### src/logic/cle_pkg.sv
// Package of constants and types for the configuration load error handler
`default_nettype none
package cle_pkg;
  localparam int unsigned CLE_CRC_W      = 16;
  localparam int unsigned CLE_FRAME_BITS = 64;
  localparam logic [15:0] CLE_CRC_POLY   = 16'h8005;
  localparam logic [15:0] CLE_CRC_INIT   = 16'hFFFF;
  localparam int unsigned CLE_BYTE_W     = 8;
  localparam int unsigned CLE_BUF_DEPTH  = 2;

  typedef enum logic [2:0] {
    CLE_IDLE   = 3'b000,
    CLE_DATA   = 3'b001,
    CLE_CHECK  = 3'b010,
    CLE_HALT   = 3'b011,
    CLE_SUPPLY = 3'b100
  } cle_state_t;
endpackage
`default_nettype wire

### src/logic/cle_loader.sv
// Serial configuration loader with frame check and error halt
// Operation
// Serial data taken one bit, LSB first
// Host sends each byte LSB first
// Check value computed per frame, compared
// Check mismatch halts, status held low
// Supply failure halts until reconfigured
// Active scheme restarts when supply recovers
// Memory resets its read-out on status low
// Passive host starts reconfiguration after error
// JTAG inputs kept stable during configuration
// After halt ignore bits until restart
`default_nettype none
module cle_loader
  import cle_pkg::*;
#(
  parameter int unsigned FRAME_BITS = cle_pkg::CLE_FRAME_BITS
) (
  // Clock and reset
  input  wire logic CLK,
  input  wire logic RESET,
  // Configuration pins
  input  wire logic DCLK_IN,
  input  wire logic DATA_IN,
  input  wire logic CONFIG_REQ_N,
  input  wire logic ACTIVE_SCHEME,
  input  wire logic SUPPLY_OK,
  // Status open-drain
  input  wire logic STATUS_IN,
  output logic      STATUS_OUT,
  output logic      STATUS_OE,
  // Byte output
  output logic [7:0] BYTE_DATA,
  output logic       BYTE_VALID,
  input  wire logic  BYTE_READY,
  // Flags
  output logic      CRC_ERROR,
  output logic      SUPPLY_ERROR,
  output logic      FRAME_DONE,
  output logic      LOADING
);
  import cle_pkg::*;

  typedef struct packed {
    logic [1:0]  sync_clk;
    logic [1:0]  sync_dat;
    logic [1:0]  sync_req;
    logic [1:0]  sync_sup;
    logic [1:0]  sync_sts;
    logic [1:0]  sync_act;
    logic        clk_prev;
    logic        req_prev;
    cle_state_t  state;
    logic [15:0] crc;
    logic [15:0] rx_crc;
    logic [15:0] bit_cnt;
    logic [4:0]  chk_cnt;
    logic [2:0]  sh_cnt;
    logic [7:0]  sh;
    logic [7:0]  buf0;
    logic [7:0]  buf1;
    logic [1:0]  fill;
    logic        crc_err;
    logic        sup_err;
    logic        frame_done;
    logic        drop;
  } cle_regs_t;

  cle_regs_t r_reg;
  cle_regs_t r_next;

  logic dclk_rise;
  logic din;
  logic req_fall;
  logic sup_ok;
  logic fb;
  logic push;
  logic pop;

  assign dclk_rise = r_reg.sync_clk[1] & ~r_reg.clk_prev;
  assign din       = r_reg.sync_dat[1];
  assign req_fall  = r_reg.req_prev & ~r_reg.sync_req[1];
  assign sup_ok    = r_reg.sync_sup[1];
  assign fb        = din ^ r_reg.crc[15];
  assign pop       = (r_reg.fill != 2'd0) && BYTE_READY;

  // Next-state logic of the whole loader
  always_comb begin
    r_next            = r_reg;
    push              = 1'b0;

    // Pin synchronisers and edge history
    r_next.sync_clk   = {r_reg.sync_clk[0], DCLK_IN};
    r_next.sync_dat   = {r_reg.sync_dat[0], DATA_IN};
    r_next.sync_req   = {r_reg.sync_req[0], CONFIG_REQ_N};
    r_next.sync_sup   = {r_reg.sync_sup[0], SUPPLY_OK};
    r_next.sync_sts   = {r_reg.sync_sts[0], STATUS_IN};
    r_next.sync_act   = {r_reg.sync_act[0], ACTIVE_SCHEME};
    r_next.clk_prev   = r_reg.sync_clk[1];
    r_next.req_prev   = r_reg.sync_req[1];
    r_next.frame_done = 1'b0;

    // Output buffer, pop side
    if (pop) begin
      r_next.buf0 = r_reg.buf1;
      r_next.fill = r_reg.fill - 2'd1;
    end

    // Load sequencer
    case (r_reg.state)
      CLE_IDLE: begin
        if (req_fall) begin
          r_next.state   = CLE_DATA;
          r_next.crc     = CLE_CRC_INIT;
          r_next.bit_cnt = 16'd0;
          r_next.sh_cnt  = 3'd0;
        end
      end
      CLE_DATA: begin
        if (dclk_rise) begin
          r_next.crc = {r_reg.crc[14:0], 1'b0} ^ (fb ? CLE_CRC_POLY : 16'h0000);
          r_next.sh  = {din, r_reg.sh[7:1]};
          r_next.sh_cnt = r_reg.sh_cnt + 3'd1;
          if (r_reg.sh_cnt == 3'd7) begin
            push = 1'b1;
          end
          r_next.bit_cnt = r_reg.bit_cnt + 16'd1;
          if (r_reg.bit_cnt == 16'(FRAME_BITS - 1)) begin
            r_next.state   = CLE_CHECK;
            r_next.chk_cnt = 5'd0;
          end
        end
      end
      CLE_CHECK: begin
        if (dclk_rise) begin
          r_next.rx_crc  = {din, r_reg.rx_crc[15:1]};
          r_next.chk_cnt = r_reg.chk_cnt + 5'd1;
          if (r_reg.chk_cnt == 5'(CLE_CRC_W - 1)) begin
            if ({din, r_reg.rx_crc[15:1]} != r_reg.crc) begin
              r_next.state   = CLE_HALT;
              r_next.crc_err = 1'b1;
            end else begin
              r_next.state      = CLE_DATA;
              r_next.frame_done = 1'b1;
              r_next.crc        = CLE_CRC_INIT;
              r_next.bit_cnt    = 16'd0;
            end
          end
        end
      end
      CLE_HALT: begin
        if (req_fall) begin
          r_next.state   = CLE_DATA;
          r_next.crc_err = 1'b0;
          r_next.sup_err = 1'b0;
          r_next.crc     = CLE_CRC_INIT;
          r_next.bit_cnt = 16'd0;
          r_next.sh_cnt  = 3'd0;
        end
      end
      CLE_SUPPLY: begin
        if (sup_ok && r_reg.sync_act[1] && r_reg.sync_req[1]) begin
          r_next.state   = CLE_DATA;
          r_next.sup_err = 1'b0;
          r_next.crc     = CLE_CRC_INIT;
          r_next.bit_cnt = 16'd0;
          r_next.sh_cnt  = 3'd0;
        end else if (sup_ok) begin
          r_next.state = CLE_HALT;
        end
      end
      default: begin
        r_next.state = CLE_IDLE;
      end
    endcase

    // Supply failure overrides every state
    if (!sup_ok) begin
      r_next.state   = CLE_SUPPLY;
      r_next.sup_err = 1'b1;
      push           = 1'b0;
    end

    // Output buffer, push side; a byte is lost when both entries stay full, or when supply fails as it completes
    r_next.drop = push && (r_reg.fill == 2'(CLE_BUF_DEPTH)) && !pop;
    if (push && !r_next.drop) begin
      if (r_next.fill == 2'd0) begin
        r_next.buf0 = r_next.sh;
      end else begin
        r_next.buf1 = r_next.sh;
      end
      r_next.fill = r_next.fill + 2'd1;
    end
  end


  // State register
  always_ff @(posedge CLK) begin
    if (RESET) begin
      r_reg          <= '0;
      r_reg.crc      <= CLE_CRC_INIT;
      r_reg.state    <= CLE_IDLE;
      // Synchronisers start at the idle pin levels, so release gives no false event
      r_reg.sync_req <= 2'b11;
      r_reg.req_prev <= 1'b1;
      r_reg.sync_sup <= 2'b11;
      r_reg.sync_sts <= 2'b11;
    end else begin
      r_reg <= r_next;
    end
  end


  // Open-drain status: drive low on halt
  assign STATUS_OUT   = 1'b0;
  assign STATUS_OE    = (r_reg.state == CLE_HALT) || (r_reg.state == CLE_SUPPLY);
  assign BYTE_DATA    = r_reg.buf0;
  assign BYTE_VALID   = r_reg.fill != 2'd0;
  assign CRC_ERROR    = r_reg.crc_err;
  assign SUPPLY_ERROR = r_reg.sup_err;
  assign FRAME_DONE   = r_reg.frame_done;
  assign LOADING      = (r_reg.state == CLE_DATA) || (r_reg.state == CLE_CHECK);
endmodule
`default_nettype wire

### config.mk
export PLATFORM = sky130hd
export DESIGN_NAME = cle_loader
export DESIGN_NICKNAME = d
export VERILOG_FILES = /design/src/logic/cle_pkg.sv /design/src/logic/cle_loader.sv
export SDC_FILE = /design/constraint.sdc
export NUM_CORES = 1
export LEC_CHECK = 0
export CAP_MARGIN = 20
export CORE_AREA = 2 2 92 94
export DETAILED_ROUTE_END_ITERATION = 8
export DIE_AREA = 0 0 94 96
export DONT_BUFFER_PORTS = 1
export HOLD_SLACK_MARGIN = 0.08
export PLACE_DENSITY = 0.81
export REMOVE_ABC_BUFFERS = 1
export SLEW_MARGIN = 20
export SYNTH_ARGS = -nofsm -noshare
export SYNTH_HDL_FRONTEND = slang
export SYNTH_SLANG_ARGS = --single-unit
### constraint.sdc
create_clock -name CLK -period 2.25 [get_ports CLK]
set_clock_uncertainty 0.15 [all_clocks]
set_input_delay 0.45 -clock CLK [delete_from_list [all_inputs] [get_ports CLK]]
set_output_delay 0.45 -clock CLK [all_outputs]
set_load 0.01 [all_outputs]
Word level (Yosys, flattened, before mapping)
Index checks and enable logic that the tools add are counted.
{"block": "totals", "elab_cells": 135, "output_inout_bits": 15, "input_bits": 9, "reg_bits": 100}
{"block": "classes", "bitwise": 11, "n_reduce_logical": 29, "eq_ne": 26, "n_addsub": 5, "muxes": 43}
{"operator": "one-hot mux 16 bit (4 select lines)", "n": 2}
{"operator": "two-way mux 16 bit", "n": 7}
{"operator": "two-way mux 19 bit", "n": 3}
{"operator": "two-way mux 56 bit", "n": 1}
{"operator": "two-way mux 32 bit", "n": 1}
{"operator": "two-way mux 8 bit", "n": 4}
{"operator": "two-way mux 18 bit", "n": 1}
{"operator": "!= test 3 bit, second input constant", "n": 6}
{"operator": "adder 16 x 1 -> 16 bit, second input constant", "n": 1}
{"operator": "equality test 16 x 6 -> 1 bit, second input constant", "n": 1}
{"operator": "!= test 16 bit", "n": 1}
{"operator": "!= test 2 bit, second input constant", "n": 8}
{"operator": "bitwise XOR 16 bit", "n": 1}
{"operator": "AND reduction 5 bit", "n": 3}
{"operator": "two-way mux 3 bit", "n": 4}
{"operator": "one-hot mux 3 bit (4 select lines)", "n": 1}
{"operator": "two-way mux 1 bit", "n": 10}
{"operator": "one-hot mux 5 bit (2 select lines)", "n": 1}
{"operator": "one-hot mux 3 bit (3 select lines)", "n": 1}
{"operator": "two-way mux 2 bit", "n": 4}
{"operator": "AND reduction 4 bit", "n": 2}
{"operator": "NOT 1 bit", "n": 7}
{"operator": "AND reduction 7 bit", "n": 1}
{"operator": "equality test 3 x 2 -> 1 bit, second input constant", "n": 2}
{"operator": "27 further kinds", "n": 41}

Logic depth before layout (Yosys ltp)
{"block": "depth", "word_depth": 10, "mapped_depth": 11, "ltp_nobuf": 9}

Worst setup path before layout
OpenSTA, ideal clock, no wires.
{"block": "synth_timing", "path_type": "flip-flop to flip-flop", "start": "reg r_reg[4] in the netlist's numbering", "end": "reg r_reg[7] in the netlist's numbering", "n_path_buf": 2, "synth_period_minus_slack_ns": 2.374, "setup_slack_ns": -0.124, "required_time_ns": 1.972, "stages_incl_launch_ff": 11, "arrival_ns": 2.096, "cell_sequence": "dfxtp_1 inv_1 ha_1 nand2b_1 buf_1 a21oi_1 ha_1 and2b_1 buf_6 mux2i_1 nor2_1"}
{"block": "synth_via", "elab_chain_len": 7, "word_cells_on_any_way": 13, "cone_classes": "1 x add/sub; 1 x eq/ne; 1 x mux; 1 x bitwise; 9 x reduce/logical"}
{"item": "from (decl)", "line": "cle_loader.sv:69", "text": "cle_regs_t r_reg;"}
{"item": "from (signal assigned)", "line": "cle_loader.sv:209", "text": "r_reg <= r_next;"}
{"item": "branches (longest 6 deep; another with subtractor 2 x 1 -> 2 bit)"}
{"item": "AND reduction 2 bit (no source line) (*)"}
Every way passes the cells marked *.
A chain may end at the register's enable or synchronous reset.

Worst setup path after layout
{"block": "layout_timing", "start": "reg r_reg[33] in the netlist's numbering", "end": "reg r_reg[81] in the netlist's numbering"}
{"block": "layout_via", "elab_chain_len": 3}
{"item": "equality test 5 x 4 -> 1 bit", "line": "cle_loader.sv:138", "text": "if (r_reg.chk_cnt == 5'(CLE_CRC_W - 1)) begin"}
{"item": "!= test 2 bit (no source line)"}
{"item": "AND reduction 7 bit (no source line)"}
Every way passes these cells.

==> flow_summary_export.csv <==
group,metric,value,unit
run_status,status,"complete, but fails checks",
run_status,violations,"setup timing",
power_and_ir_drop,power.internal,2510,uW
sta,tns,-55.97,ps
power_and_ir_drop,seqPwrFrac,54.0,%
clocking,cts.htree.levels,3,
hold_path,hp-class,"in -> reg",
power_and_ir_drop,p_per_area,646.8,mW/mm2
die,start_util,55.63,%
yosys,synthesis.area,0.004479,mm2
clocking,cts_sinks,98,
worst_setup_path,path_buf_inv,2,
yosys,ys_warn_count,0,
power_and_ir_drop,ir_drop,0.6028,mV
sta,setup_viol,7,
global_route,grt_max_degree,70,
placed_design,pre_cts_slack,-53.98,ps
sta,relSlewSlack,65.69,%
drt,viasPerCell,5.921,
global_route,grt_remaining_overflow,0,
clocking,cts_tree,"built",
sta,hold_violations,0,
layout,nets,528,
layout,largest_reg_flops,79,
drt,via_count,3671,
drt,drtIter0Drc,300,
global_route,grt_use_total,21.89,%
yosys,ys_ff_latch,98,
clocking,cts_buffers,9,
die,ioPinCount,24,
yosys,avgSynthCellArea,8.852,um2
worst_setup_path,critPathSlowestCell,"dfxtp_2",
die,rows,33,
global_route,antenna_found_initial,0,
placed_design,hpwl,6073,um
global_route,grt_pass1_wl,15890,um
worst_setup_path,cp_cell_sequence,"ha_4 > and3_4 > ha_4 > nand3b_1 > a22o_1 > a211o_4 > a22oi_4 > buf_4 > clkbuf_16 > o32a_1",
sta,slew_violations,0,
layout,utilization,62.86,%
worst_setup_path,crit_family,"compound AO/OA/AOI/OAI gates",
clocking,cts-root-buf,"clkbuf_8",
worst_setup_path,critPathCaptureType,"flip-flop",
worst_setup_path,arrival,2420,ps
worst_setup_path,cpPeakStageDelay,370,ps
yosys,ys_types,54,
yosys,synth_edf_count,0,
die,die_width,94,um
sta,fmax,0.4412,GHz
placed_design,routabilityCongestion,0.9330,
sta,rsz0062_at_grt,"yes",
layout,layout-drive-gt1-share,14.37,%
layout,synthToLayoutAreaGrowth,12.99,%
die,core_area,0.008051,mm2
clocking,worstSkewPairLatency,360,ps
yosys,yosysSeqAreaShare,43.80,%
die,die_area,0.009024,mm2
drt,ant_nets,0,
layout,antenna_cells,0,
power_and_ir_drop,combPwrFrac,8.6,%
drt,drt-total-wl,9636,um
power_and_ir_drop,sw_frac_of_total,23.33,%
sta,finalCritPeriodShare,100.7,%
worst_setup_path,crit_path_max_fanout,8,
drt,wl_per_cell,15.54,um
worst_setup_path,crit_path_start_kind,"flip-flop",
sta,fin_ws,-16.46,ps
clocking,path_clk_slew,90,ps
power_and_ir_drop,pwr-share-clk,37.4,%
global_route,grt_pass1_vias,3566,
sta,fin_crit,2266,ps
sta,tightestPinTransition,513.4,ps
yosys,synthCells,506,
drt,dr.pass1.iters,6,
worst_setup_path,path_common_cell,"ha_4",
yosys,synthArstFlopShare,0,%
sta,whs,87.08,ps
worst_setup_path,required,2410,ps
worst_setup_path,worstSetupPathType,"reg -> reg",
die,fp.dieH,96,um
clocking,cts_buffer_depth,2,
drt,drc,0,
power_and_ir_drop,p_leak,0.001797,uW
yosys,ys.flop_type,"dfxtp_1",
placed_design,port_buffers,0,
power_and_ir_drop,p_sw,763.8,uW
job,cap_violations,0,
worst register-to-register path: stages (launching register included):
cell       delay, ps
dfxtp_2          370
ha_4             130
and3_4           180
ha_4             130
nand3b_1          90
a22o_1           220
a211o_4          300
a22oi_4          200
buf_4            170
clkbuf_16        140
o32a_1           130
cells by family (layout without fill, tap and decap cells):
group / after synthesis / after routing / synth area share (%)
and+or+nand+nor: 203 / 203 / 22.07
xor gates and xnor gates: 20 / 20 / 3.911
buffers and inverters: 48 / 57 / 5.726
muxes: 18 / 18 / 4.050
other: 1 / 1 / 0.08372
DFF: 98 / 98 / 43.80
adders and majority gates: 8 / 8 / 2.235
AOI/OAI and AO/OA: 110 / 110 / 18.13
repair_timing:
action                     4_1_cts  5_1_grt
gates cloned                     1        1
pin swaps                        3        1
hold endpoints to repair        69        1
resized for setup                9       12
setup endpoints to repair       27       36
buffers inserted                 2        2
hold buffers                     7        1
power by group through the flow:
stage	registers (uW)	clock network, uW	logic [uW]
6_report	1770	1220	282
5_1_grt	1770	1320	309
4_1_cts	1770	1240	250
3_5_place_dp	1810	0	203
3_3_place_gp	1810	0	197
2_1_floorplan	1800	0	146
final timing paths:
check,from,slack (ps),depth (start not counted),endpoint
setup / recovery,r_reg[33],-20,10,r_reg[81]
hold / removal,RESET,90,1,r_reg[79]
setup reg to reg,r_reg[33],-20,10,r_reg[81]
hold reg to reg,r_next[98],270,1,r_next[89]
area by class of cell:
class                           instances  area [um2]
Multi-Input combinational cell        360        2342
Fill cell                             665        2990
Inverter                                8       30.03
Tap cell                              105       131.4
Clock inverter                          6       90.09
Timing Repair Buffer                   34       379.1
Sequential cell                        98        1964
Clock buffer                            9       123.9
synth_stat cells, drive strengths merged (12+ instances only):
master   n  share of area [%]
o21ai   18                2.0
nand2   73                6.1
buf     23                3.6
dfxtp   98                 44
mux2i   17                3.8
o32a    16                3.8
nand3   12                1.3
nor2b   19                2.7
a211oi  12                2.0
nor2    44                3.7
xnor2   17                3.3
a21oi   32                3.6
clkbuf  17                1.4
through the flow:
stage,instance area [um2],power (uW),std cells
4_1_cts,4946,3254,616
6_report,5061,3274,620
3_5_place_dp,4579,2010,592
3_3_place_gp,4579,2003,592
2_1_floorplan,4253,1950,466
5_1_grt,5061,3396,620
layer usage:
metal  share of wire [%]  global-route usage [%]  wire [um]
met3                 5.1                   4.307        489
met5                   0                       0          0
met1                  41                   24.84       3962
met2                  51                   38.99       4879
met4                 3.2                   11.47        304
placed cells by master (no fill, tap or decap), drive strengths merged, types with 6 or more instances in the layout:
master,n
o32a,16
and2b,8
nor2b,19
a21oi,32
nand4,8
inv,10
nand2b,6
mux2i,17
buf,26
xnor2,17
dfxtp,98
o21ai,18
nor3,6
clkbuf,10
dlygate4sd3,7
ha,8
nor2,44
nand3,12
a211oi,12
or2,7
a311oi,11
nand2,73
No activity file was read; power rests on OpenSTA's default activity.
